`src/core/ofr_pkg.sv`:
```
// shared constants, types and helpers for the offset-flag fifo pair
package ofr_pkg;

  // =========================================================
  // widths and depth
  localparam int WORD_W     = 9;
  localparam int OFFS_W     = 18;
  localparam int FIFO_DEPTH = 16;
  localparam int CNT_W      = 5;

  // =========================================================
  // offset register sequence and defaults
  localparam logic [1:0]        SEL_EMPTY_LOW     = 2'h0;
  localparam logic [1:0]        SEL_EMPTY_HIGH    = 2'h1;
  localparam logic [1:0]        SEL_FULL_LOW      = 2'h2;
  localparam logic [1:0]        SEL_FULL_HIGH     = 2'h3;
  localparam logic [WORD_W-1:0] OFFS_DEFAULT_LOW  = 9'h007;
  localparam logic [WORD_W-1:0] OFFS_DEFAULT_HIGH = 9'h000;
  localparam logic [WORD_W-1:0] DATA_RESET        = 9'h000;

  // =========================================================
  // timing, one ref_clk period is 100 ns
  localparam int CLK_NS             = 100;
  localparam int MRESET_NS          = 10;
  localparam int REPLAY_PULSE_NS    = 60;
  localparam int REPLAY_RECOVERY_NS = 90;
  localparam int MRESET_CYC         = (MRESET_NS + CLK_NS - 1) / CLK_NS;
  localparam int REPLAY_PULSE_CYC   = (REPLAY_PULSE_NS + CLK_NS - 1) / CLK_NS;
  localparam int REPLAY_RECOVER_CYC = (REPLAY_RECOVERY_NS + CLK_NS - 1) / CLK_NS;
  localparam logic [3:0] TIMER_ONE  = 4'h1;

  // =========================================================
  // host commands
  typedef enum logic [2:0] {
    CMD_WRITE,
    CMD_READ,
    CMD_LOAD,
    CMD_PEEK,
    CMD_REPLAY,
    CMD_RESET
  } ofr_cmd_t;

  // =========================================================
  // device state
  typedef struct packed {
    logic                   mode_depth;
    logic [1:0]             wr_sel;
    logic [1:0]             rd_sel;
    logic [3:0][WORD_W-1:0] offs;
    logic [WORD_W-1:0]      q;
    logic                   ff_n;
    logic                   ef_n;
    logic                   pae_n;
    logic                   paf_n;
    logic [CNT_W-1:0]       level;
  } ofr_dev_state_t;

  function automatic logic [OFFS_W-1:0] ofr_join(input logic [WORD_W-1:0] hi, input logic [WORD_W-1:0] lo);
    ofr_join = {hi, lo};
  endfunction

  function automatic logic ofr_above(input logic [CNT_W-1:0] cnt, input logic [OFFS_W-1:0] offs);
    ofr_above = OFFS_W'(cnt) > offs;
  endfunction

  function automatic logic [3:0] ofr_cycles(input int cyc);
    ofr_cycles = (cyc < 1) ? TIMER_ONE : 4'(cyc);
  endfunction

endpackage

```
`src/core/ofr_link_if.sv`:
```
// pin-level link between the fifo device and its host
interface ofr_link_if;
  import ofr_pkg::*;
  logic              master_reset_n;
  logic              wr_en_n;
  logic              rd_en_n;
  logic              load_enable_n;
  logic              replay_pulse;
  logic              first_device_select_n;
  logic [WORD_W-1:0] data_in;
  logic [WORD_W-1:0] data_out;
  logic              full_flag_n;
  logic              empty_flag_n;
  logic              almost_empty_flag_n;
  logic              almost_full_flag_n;
  logic              chain_token_out_n;

  modport dev (
    input  master_reset_n, wr_en_n, rd_en_n, load_enable_n, replay_pulse, first_device_select_n, data_in,
    output data_out, full_flag_n, empty_flag_n, almost_empty_flag_n, almost_full_flag_n, chain_token_out_n
  );
  modport host (
    output master_reset_n, wr_en_n, rd_en_n, load_enable_n, replay_pulse, first_device_select_n, data_in,
    input  data_out, full_flag_n, empty_flag_n, almost_empty_flag_n, almost_full_flag_n, chain_token_out_n
  );
endinterface

```
`src/core/ofr_fifo_dev.sv`:
```
// fifo device end: storage buffer, offset registers, flags and replay
//
// Notes on behaviour
// [RULE_01] load pin low in reset enables offset access
// [RULE_02] offset writes cycle empty low, high, full low, high
// [RULE_03] sequence resumes where it stopped after load rises
// [RULE_04] offset reads follow the same cyclic order
// [RULE_05] host avoids mixed offset access; load-only write idles
// [RULE_06] almost-empty low at or below empty offset
// [RULE_07] almost-empty high above empty offset
// [RULE_08] almost-full low once free space is m or less
// [RULE_09] almost-full high while free space exceeds m
// [RULE_10] full flag low when full, blocks writes
// [RULE_11] empty flag low when empty, blocks reads
// [RULE_12] flag levels at empty and full as tabled
// [RULE_13] unprogrammed offsets default to seven
// [RULE_14] replay rewinds read pointer, non-chained modes only
// [RULE_15] host holds transfers off during and after replay
// [RULE_16] after replay old data then new data flows
// [RULE_17] host replays only after a read, within depth
// [RULE_18] width expansion combines end flags externally
// [RULE_19] depth chain wiring and ORed flags are external
// [RULE_20] load pin level at reset picks chained mode
// [RULE_21] reset restarts both offset sequences at empty low

// =========================================================
// storage buffer
module ofr_buffer #(
  parameter int WIDTH = 9,
  parameter int DEPTH = 16
) (
  input  wire logic                       ref_clk,
  input  wire logic                       reset_n,
  input  wire logic                       flush,
  input  wire logic                       rewind,
  input  wire logic                       in_valid,
  input  wire logic [WIDTH-1:0]           in_data,
  output      logic                       in_ready,
  output      logic                       out_valid,
  output      logic [WIDTH-1:0]           out_data,
  input  wire logic                       out_ready,
  output      logic [$clog2(DEPTH):0]     level,
  output      logic [$clog2(DEPTH):0]     wr_fill
);
  localparam int AW = $clog2(DEPTH);

  typedef struct packed {
    logic [DEPTH-1:0][WIDTH-1:0] mem;
    logic [AW:0]                 wr;
    logic [AW:0]                 rd;
  } ofr_buf_state_t;

  ofr_buf_state_t st;
  ofr_buf_state_t next_st;

  assign level     = st.wr - st.rd;
  assign wr_fill   = st.wr;
  assign in_ready  = level != (AW+1)'(DEPTH);
  assign out_valid = st.wr != st.rd;
  assign out_data  = st.mem[st.rd[AW-1:0]];

  always_comb
  begin
    next_st = st;
    if (flush)
    begin
      next_st.wr = '0;
      next_st.rd = '0;
    end
    else if (rewind)
    begin
      // wr counts from the last reset, so it is also the refill level
      next_st.rd = '0; // [RULE_14]
    end
    else
    begin
      if (in_valid && in_ready)
      begin
        next_st.mem[st.wr[AW-1:0]] = in_data;
        next_st.wr                 = st.wr + 1'b1;
      end
      if (out_valid && out_ready)
      begin
        next_st.rd = st.rd + 1'b1; // [RULE_16]
      end
    end
  end

  always_ff @(posedge ref_clk or negedge reset_n)
  begin
    if (!reset_n)
    begin
      st <= '0;
    end
    else
    begin
      st <= next_st;
    end
  end
endmodule

// =========================================================
// device end
module ofr_fifo_dev
  import ofr_pkg::*;
(
  input  wire logic             ref_clk,
  input  wire logic             reset_n,
  ofr_link_if.dev               link,
  output      logic             depth_mode,
  output      logic [CNT_W-1:0] occupancy
);
  ofr_dev_state_t    st;
  ofr_dev_state_t    next_st;
  logic              prog;
  logic              push;
  logic              pop;
  logic              flush;
  logic              rewind;
  logic              buf_in_ready;
  logic              buf_out_valid;
  logic [WORD_W-1:0] buf_out_data;
  logic [CNT_W-1:0]  buf_level;
  logic [CNT_W-1:0]  buf_wr_fill;
  logic [CNT_W-1:0]  cnt;
  logic [OFFS_W-1:0] n_offs;
  logic [OFFS_W-1:0] m_offs;

  ofr_buffer #(
    .WIDTH (WORD_W),
    .DEPTH (FIFO_DEPTH)
  ) u_buf (
    .ref_clk   (ref_clk),
    .reset_n   (reset_n),
    .flush     (flush),
    .rewind    (rewind),
    .in_valid  (push),
    .in_data   (link.data_in),
    .in_ready  (buf_in_ready),
    .out_valid (buf_out_valid),
    .out_data  (buf_out_data),
    .out_ready (pop),
    .level     (buf_level),
    .wr_fill   (buf_wr_fill)
  );

  assign link.data_out            = st.q;
  assign link.full_flag_n         = st.ff_n;
  assign link.empty_flag_n        = st.ef_n;
  assign link.almost_empty_flag_n = st.pae_n;
  assign link.almost_full_flag_n  = st.paf_n;
  assign link.chain_token_out_n   = 1'b1;
  assign depth_mode               = st.mode_depth;
  assign occupancy                = st.level;

  assign n_offs = ofr_join(st.offs[SEL_EMPTY_HIGH], st.offs[SEL_EMPTY_LOW]);
  assign m_offs = ofr_join(st.offs[SEL_FULL_HIGH], st.offs[SEL_FULL_LOW]);

  always_comb
  begin
    next_st = st;
    push    = 1'b0;
    pop     = 1'b0;
    flush   = 1'b0;
    rewind  = 1'b0;
    cnt     = buf_level;
    prog    = !st.mode_depth && !link.load_enable_n; // [RULE_01]
    if (!link.master_reset_n)
    begin
      next_st.mode_depth           = link.load_enable_n; // [RULE_20] [RULE_01]
      next_st.wr_sel               = SEL_EMPTY_LOW; // [RULE_21]
      next_st.rd_sel               = SEL_EMPTY_LOW; // [RULE_21]
      next_st.offs[SEL_EMPTY_LOW]  = OFFS_DEFAULT_LOW; // [RULE_13]
      next_st.offs[SEL_EMPTY_HIGH] = OFFS_DEFAULT_HIGH; // [RULE_13]
      next_st.offs[SEL_FULL_LOW]   = OFFS_DEFAULT_LOW; // [RULE_13]
      next_st.offs[SEL_FULL_HIGH]  = OFFS_DEFAULT_HIGH; // [RULE_13]
      next_st.q                    = DATA_RESET;
      flush                        = 1'b1;
      cnt                          = '0;
    end
    else
    begin
      if (prog)
      begin
        // load low with write and read both high is a no-op
        if (!link.wr_en_n)
        begin
          next_st.offs[st.wr_sel] = link.data_in; // [RULE_02]
          next_st.wr_sel          = st.wr_sel + 2'h1; // [RULE_02] [RULE_03]
        end
        if (!link.rd_en_n)
        begin
          next_st.q      = st.offs[st.rd_sel]; // [RULE_04]
          next_st.rd_sel = st.rd_sel + 2'h1; // [RULE_04] [RULE_03]
        end
      end
      else
      begin
        push = !link.wr_en_n && st.ff_n && buf_in_ready; // [RULE_10]
        pop  = !link.rd_en_n && st.ef_n && buf_out_valid; // [RULE_11]
        if (pop)
        begin
          next_st.q = buf_out_data; // [RULE_16]
        end
      end
      // transfers are held off by the host around replay, so none are lost here
      rewind = link.replay_pulse && !st.mode_depth; // [RULE_14]
      if (rewind)
      begin
        cnt  = buf_wr_fill; // [RULE_16]
        push = 1'b0;
        pop  = 1'b0;
      end
      else
      begin
        cnt = buf_level + CNT_W'(push) - CNT_W'(pop);
      end
    end
    // flags look at the occupancy after this edge, so they never lag a transfer
    next_st.level = cnt;
    next_st.ef_n  = cnt != '0; // [RULE_11] [RULE_12]
    next_st.ff_n  = cnt != CNT_W'(FIFO_DEPTH); // [RULE_10] [RULE_12]
    next_st.pae_n = ofr_above(cnt, n_offs); // [RULE_06] [RULE_07] [RULE_12]
    next_st.paf_n = ofr_above(CNT_W'(FIFO_DEPTH) - cnt, m_offs); // [RULE_08] [RULE_09] [RULE_12]
  end

  always_ff @(posedge ref_clk or negedge reset_n)
  begin
    if (!reset_n)
    begin
      st                    <= '0;
      st.offs[SEL_FULL_LOW] <= OFFS_DEFAULT_LOW;
      st.offs[SEL_EMPTY_LOW] <= OFFS_DEFAULT_LOW;
      st.ff_n               <= 1'b1;
      st.paf_n              <= 1'b1;
    end
    else
    begin
      st <= next_st;
    end
  end
endmodule

```
`src/flat_wrapper.sv`:
```
// flat-port wrapper written by rule: the top's interface ports become plain ports
module ofr_fifo_dev_flat import ofr_pkg::*;
  (ref_clk, reset_n, depth_mode, occupancy, link_master_reset_n, link_wr_en_n, link_rd_en_n, link_load_enable_n, link_replay_pulse, link_first_device_select_n, link_data_in, link_data_out, link_full_flag_n, link_empty_flag_n, link_almost_empty_flag_n, link_almost_full_flag_n, link_chain_token_out_n);
  ofr_link_if link_i ();
  input  wire logic ref_clk;
  input  wire logic reset_n;
  output      logic depth_mode;
  output      logic [CNT_W-1:0] occupancy;
  input wire logic [$bits(link_i.master_reset_n)-1:0] link_master_reset_n;
  input wire logic [$bits(link_i.wr_en_n)-1:0] link_wr_en_n;
  input wire logic [$bits(link_i.rd_en_n)-1:0] link_rd_en_n;
  input wire logic [$bits(link_i.load_enable_n)-1:0] link_load_enable_n;
  input wire logic [$bits(link_i.replay_pulse)-1:0] link_replay_pulse;
  input wire logic [$bits(link_i.first_device_select_n)-1:0] link_first_device_select_n;
  input wire logic [$bits(link_i.data_in)-1:0] link_data_in;
  output wire logic [$bits(link_i.data_out)-1:0] link_data_out;
  output wire logic [$bits(link_i.full_flag_n)-1:0] link_full_flag_n;
  output wire logic [$bits(link_i.empty_flag_n)-1:0] link_empty_flag_n;
  output wire logic [$bits(link_i.almost_empty_flag_n)-1:0] link_almost_empty_flag_n;
  output wire logic [$bits(link_i.almost_full_flag_n)-1:0] link_almost_full_flag_n;
  output wire logic [$bits(link_i.chain_token_out_n)-1:0] link_chain_token_out_n;
  assign link_i.master_reset_n = link_master_reset_n;
  assign link_i.wr_en_n = link_wr_en_n;
  assign link_i.rd_en_n = link_rd_en_n;
  assign link_i.load_enable_n = link_load_enable_n;
  assign link_i.replay_pulse = link_replay_pulse;
  assign link_i.first_device_select_n = link_first_device_select_n;
  assign link_i.data_in = link_data_in;
  assign link_data_out = link_i.data_out;
  assign link_full_flag_n = link_i.full_flag_n;
  assign link_empty_flag_n = link_i.empty_flag_n;
  assign link_almost_empty_flag_n = link_i.almost_empty_flag_n;
  assign link_almost_full_flag_n = link_i.almost_full_flag_n;
  assign link_chain_token_out_n = link_i.chain_token_out_n;
  ofr_fifo_dev u_core (.ref_clk(ref_clk), .reset_n(reset_n), .link(link_i), .depth_mode(depth_mode), .occupancy(occupancy));
endmodule
```
`config.mk`:
```
export PLATFORM = sky130hd
export DESIGN_NAME = ofr_fifo_dev_flat
export DESIGN_NICKNAME = d
export VERILOG_FILES = /design/src/core/ofr_pkg.sv /design/src/core/ofr_link_if.sv /design/src/core/ofr_fifo_dev.sv /design/src/flat_wrapper.sv
export SDC_FILE = /design/constraint.sdc
export NUM_CORES = 1
export LEC_CHECK = 0
export BUFFER_PORTS_ARGS = -buffer_cell sky130_fd_sc_hd__clkbuf_2
export CAP_MARGIN = 20
export CORE_MARGIN = 1.5
export CORE_UTILIZATION = 45
export CTS_CLUSTER_DIAMETER = 50
export DETAILED_ROUTE_END_ITERATION = 10
export SYNTH_ARGS = -nofsm -noshare
export SYNTH_HDL_FRONTEND = slang
export SYNTH_SLANG_ARGS = --single-unit
```
`constraint.sdc`:
```
create_clock -name ref_clk -period 6.23 [get_ports ref_clk]
set_input_delay 1.869 -clock ref_clk [delete_from_list [all_inputs] [get_ports ref_clk]]
set_output_delay 1.869 -clock ref_clk [all_outputs]
set_load 0.05 [all_outputs]
```
==> impl_metrics.ini <==
[clocking]
cts.hold.buffers_added = 0
clk_latency_ps = 530
cts_sinks = 213
clock_path_buffers = 3
root_buffer = clkbuf_16
cts_setup_buffers = 0
cts_made_buffers = 29
cts.clk_slew.worst_paths_ps = 50
postCtsResizedCells = 0
htreeDepth = 1
cts_tree = built

[die]
initial_core_util_pct = 45.66
dieArea_um2 = 25480
die_h_um = 159.6
coreArea_um2 = 24180
ioPinCount = 37
rows = 57
die_w_um = 159.6

[timing]
holdWs_ps = 501.7
rsz0062_at_grt = no
worst_pin_slew_ps = 1050
tns_ps = 0
slew_viol_final = 0
finClkSkew_ps = 18.72
worst_slack_ps = 1135
finalCritPeriodShare_pct = 81.77
min_period_ps = 5095
setup_viol = 0
fmax_mhz = 196.3
hold_viol = 0
max-slew-margin-rel_pct = 29.97

[synth]
synthCells = 903
synth_ff_type = dfrtp_1
ys_seq_area_share_pct = 48.37
avgSynthCellArea_um2 = 12.23
netlist_area_um2 = 11040
ys_warn_count = 0
synth_edf_count = 0
ys_types = 47
ys_ff_latch = 213
syn_nets = 954
ys_async_sr_fraction_pct = 100.0

[route]
post_drt_wl_per_cell_um = 20.58
routed_wl_mm = 25.78
routed_via_density = 5.559
via_count = 6966
antenna_left = 0
drc = 0
dr.pass1.iters = 4
dr.first_iter.drc_count = 447

[power]
swShare_pct = 27.94
power_density_nw_per_um2 = 311.5
power_frac_seq_pct = 40.3
clkPwrFrac_pct = 43.4
vdd_drop_max_mv = 0.2150
combPwrFrac_pct = 16.3
p_int_uw = 2774
p_sw_uw = 1075
leakage_uw = 0.005645

[global_routing]
grt_pass1_vias = 7254
use_met3_pct = 3.117
grt_max_degree = 136
grtUsageMet2_pct = 33.23
grt_use_met1_pct = 31.41
overflow = 0
grt_pass1_wl_mm = 42.20
grt_usage_pct = 21.25
grt_antenna_before_repair = 0
top_usage_layer = met2

[worst_setup_path]
cpMostUsedCell = ha_1
critPathKind = in -> reg
path_cells = clkbuf_2 > or2_2 > o211ai_1 > nor2_1 > ha_1 > inv_1 > ha_1 > fa_1 > a21oi_1 > o21bai_1 > xor3_1 > xor3_1 > o21ai_0 > nand2_1 > ha_1 > inv_1 > ha_1 > a21oi_1 > a311oi_1
cp-startpoint = link_load_enable_n
crit_path_max_incr_delay_ps = 530
r2r_start = u_core.u_buf.st[2]
start_kind = input port
arrival_ps = 5540
crit_fanout = 7
cp-end-kind = flop
crit_path_top_delay_cell = nor2_1
worstPathRequired_ps = 6670

[min_path]
hp-start = u_core.u_buf.st[40]
min_path_type = reg -> reg

[layout]
drive_above_1_share_pct = 31.75
antenna_cells = 0
fin_area_um2 = 12360
area_delta_synth_final_pct = 11.95
fin_nets = 959

[flow_run]
cap_violations = 0

[placed_design]
place.gp.congestion = 0.8102
pre_cts_ws_ps = 590.6
hpwl_mm = 16.86
placedInstanceArea_um2 = 11380
io_buffer_count = 34

[outcome]
status = finished, final reports clean
sequential cells by signal, indices dropped and copies added, names as in the netlist, 4 cells and up:
signal	flops
u_core.link.data_out	9
u_core.occupancy	5
u_core.n_offs	18
u_core.m_offs	18
u_core.st	4
u_core.u_buf.wr_fill	5
u_core.u_buf.st	149
critical path, delay by kind of cell:
family / cells / cell delay, ps
adders and majority gates: 5 / 1410
xor gates and xnor gates: 2 / 410
and+or+nand+nor: 3 / 740
buffers and inverters: 3 / 180
AOI/OAI and AO/OA: 6 / 920
cell families after synthesis:
family          share of synthesized area (%)
mux                                     24.74
flops                                   48.37
simple gates                            9.929
compound gates                          7.242
buf+inv                                 4.001
fa+ha+maj                               3.990
xor+xnor                                1.689
other cells                           0.03397
synth_stat cells, drive strengths merged, types with 6 or more instances:
| cell | n | area share, % |
|---|---|---|
| mux2 | 145 | 15 |
| nand3 | 10 | 0.45 |
| a22o | 9 | 0.71 |
| dfstp | 8 | 1.9 |
| nor2 | 19 | 0.65 |
| a21oi | 26 | 1.2 |
| o211ai | 7 | 0.48 |
| xnor2 | 7 | 0.56 |
| a21boi | 32 | 2.2 |
| dfrtp | 205 | 46 |
| nor3 | 15 | 1.9 |
| o21ai | 15 | 0.68 |
| clkbuf | 42 | 1.4 |
| xor2 | 8 | 0.70 |
| mux2i | 49 | 4.4 |
| ha | 32 | 3.6 |
| nand2 | 117 | 4.0 |
| and2 | 9 | 0.51 |
| a22oi | 9 | 0.61 |
| a31oi | 9 | 0.51 |
| buf | 28 | 1.6 |
| nand2b | 8 | 0.45 |
| nor4 | 8 | 1.0 |
| mux4 | 27 | 5.5 |
| nor2b | 6 | 0.34 |
| inv | 28 | 0.95 |
metrics by stage:
stage,utilization [%],std cells,total power [uW]
3_3_place_gp,47.07,1201,2198
3_5_place_dp,47.07,1201,2211
6_report,51.12,1253,3849
2_1_floorplan,-,903,2036
4_1_cts,51.12,1253,3892
5_1_grt,51.12,1253,4024
final cells by class:
| type | instances | area [um2] |
|---|---|---|
| Inverter | 28 | 105.1 |
| Sequential cell | 213 | 5341 |
| Fill cell | 2124 | 11820 |
| Multi-Input combinational cell | 592 | 5260 |
| Clock inverter | 17 | 210.2 |
| Clock buffer | 35 | 768.2 |
| Tap cell | 324 | 405.4 |
| Timing Repair Buffer | 44 | 267.8 |
routing by layer:
layer	vias to the layer above	share of wire, %	routed length, um
li1	3205	-	-
met1	3592	48	12280
met2	140	46	11840
met3	29	4.6	1185
met4	0	1.8	473
met5	-	0	0
cells in the final DEF (no fill, tap or decap), types with 26 or more instances in the layout:
cell,n
nand2_1,116
a21oi_1,26
inv_1,28
ha_1,32
clkbuf_2,33
mux4_2,27
dfrtp_1,204
a21boi_0,32
mux2_2,145
clkbuf_16,29
mux2i_1,49
power groups by stage:
stage	sequential [uW]	combinational [uW]	clock (uW)
after floorplan	1600	438	0
after global placement	1580	623	0
after detailed placement	1580	634	0
after CTS	1550	634	1700
after global routing	1570	693	1760
final	1550	627	1670
path summary, 6_finish.rpt:
check                      slack (ps)                              to  cells past startpoint
setup / recovery                 1140  u_core.link.almost_full_flag_n                     19
hold / removal                    500             u_core.u_buf.st[40]                      1
setup reg to reg                 1150  u_core.link.almost_full_flag_n                     21
hold reg to reg                   500             u_core.u_buf.st[40]                      1
max in group asynchronous        3800              u_core.u_buf.st[1]                      2
min in group asynchronous        1430                   u_core.st[56]                      1
No activity file was read; power rests on OpenSTA's default activity.
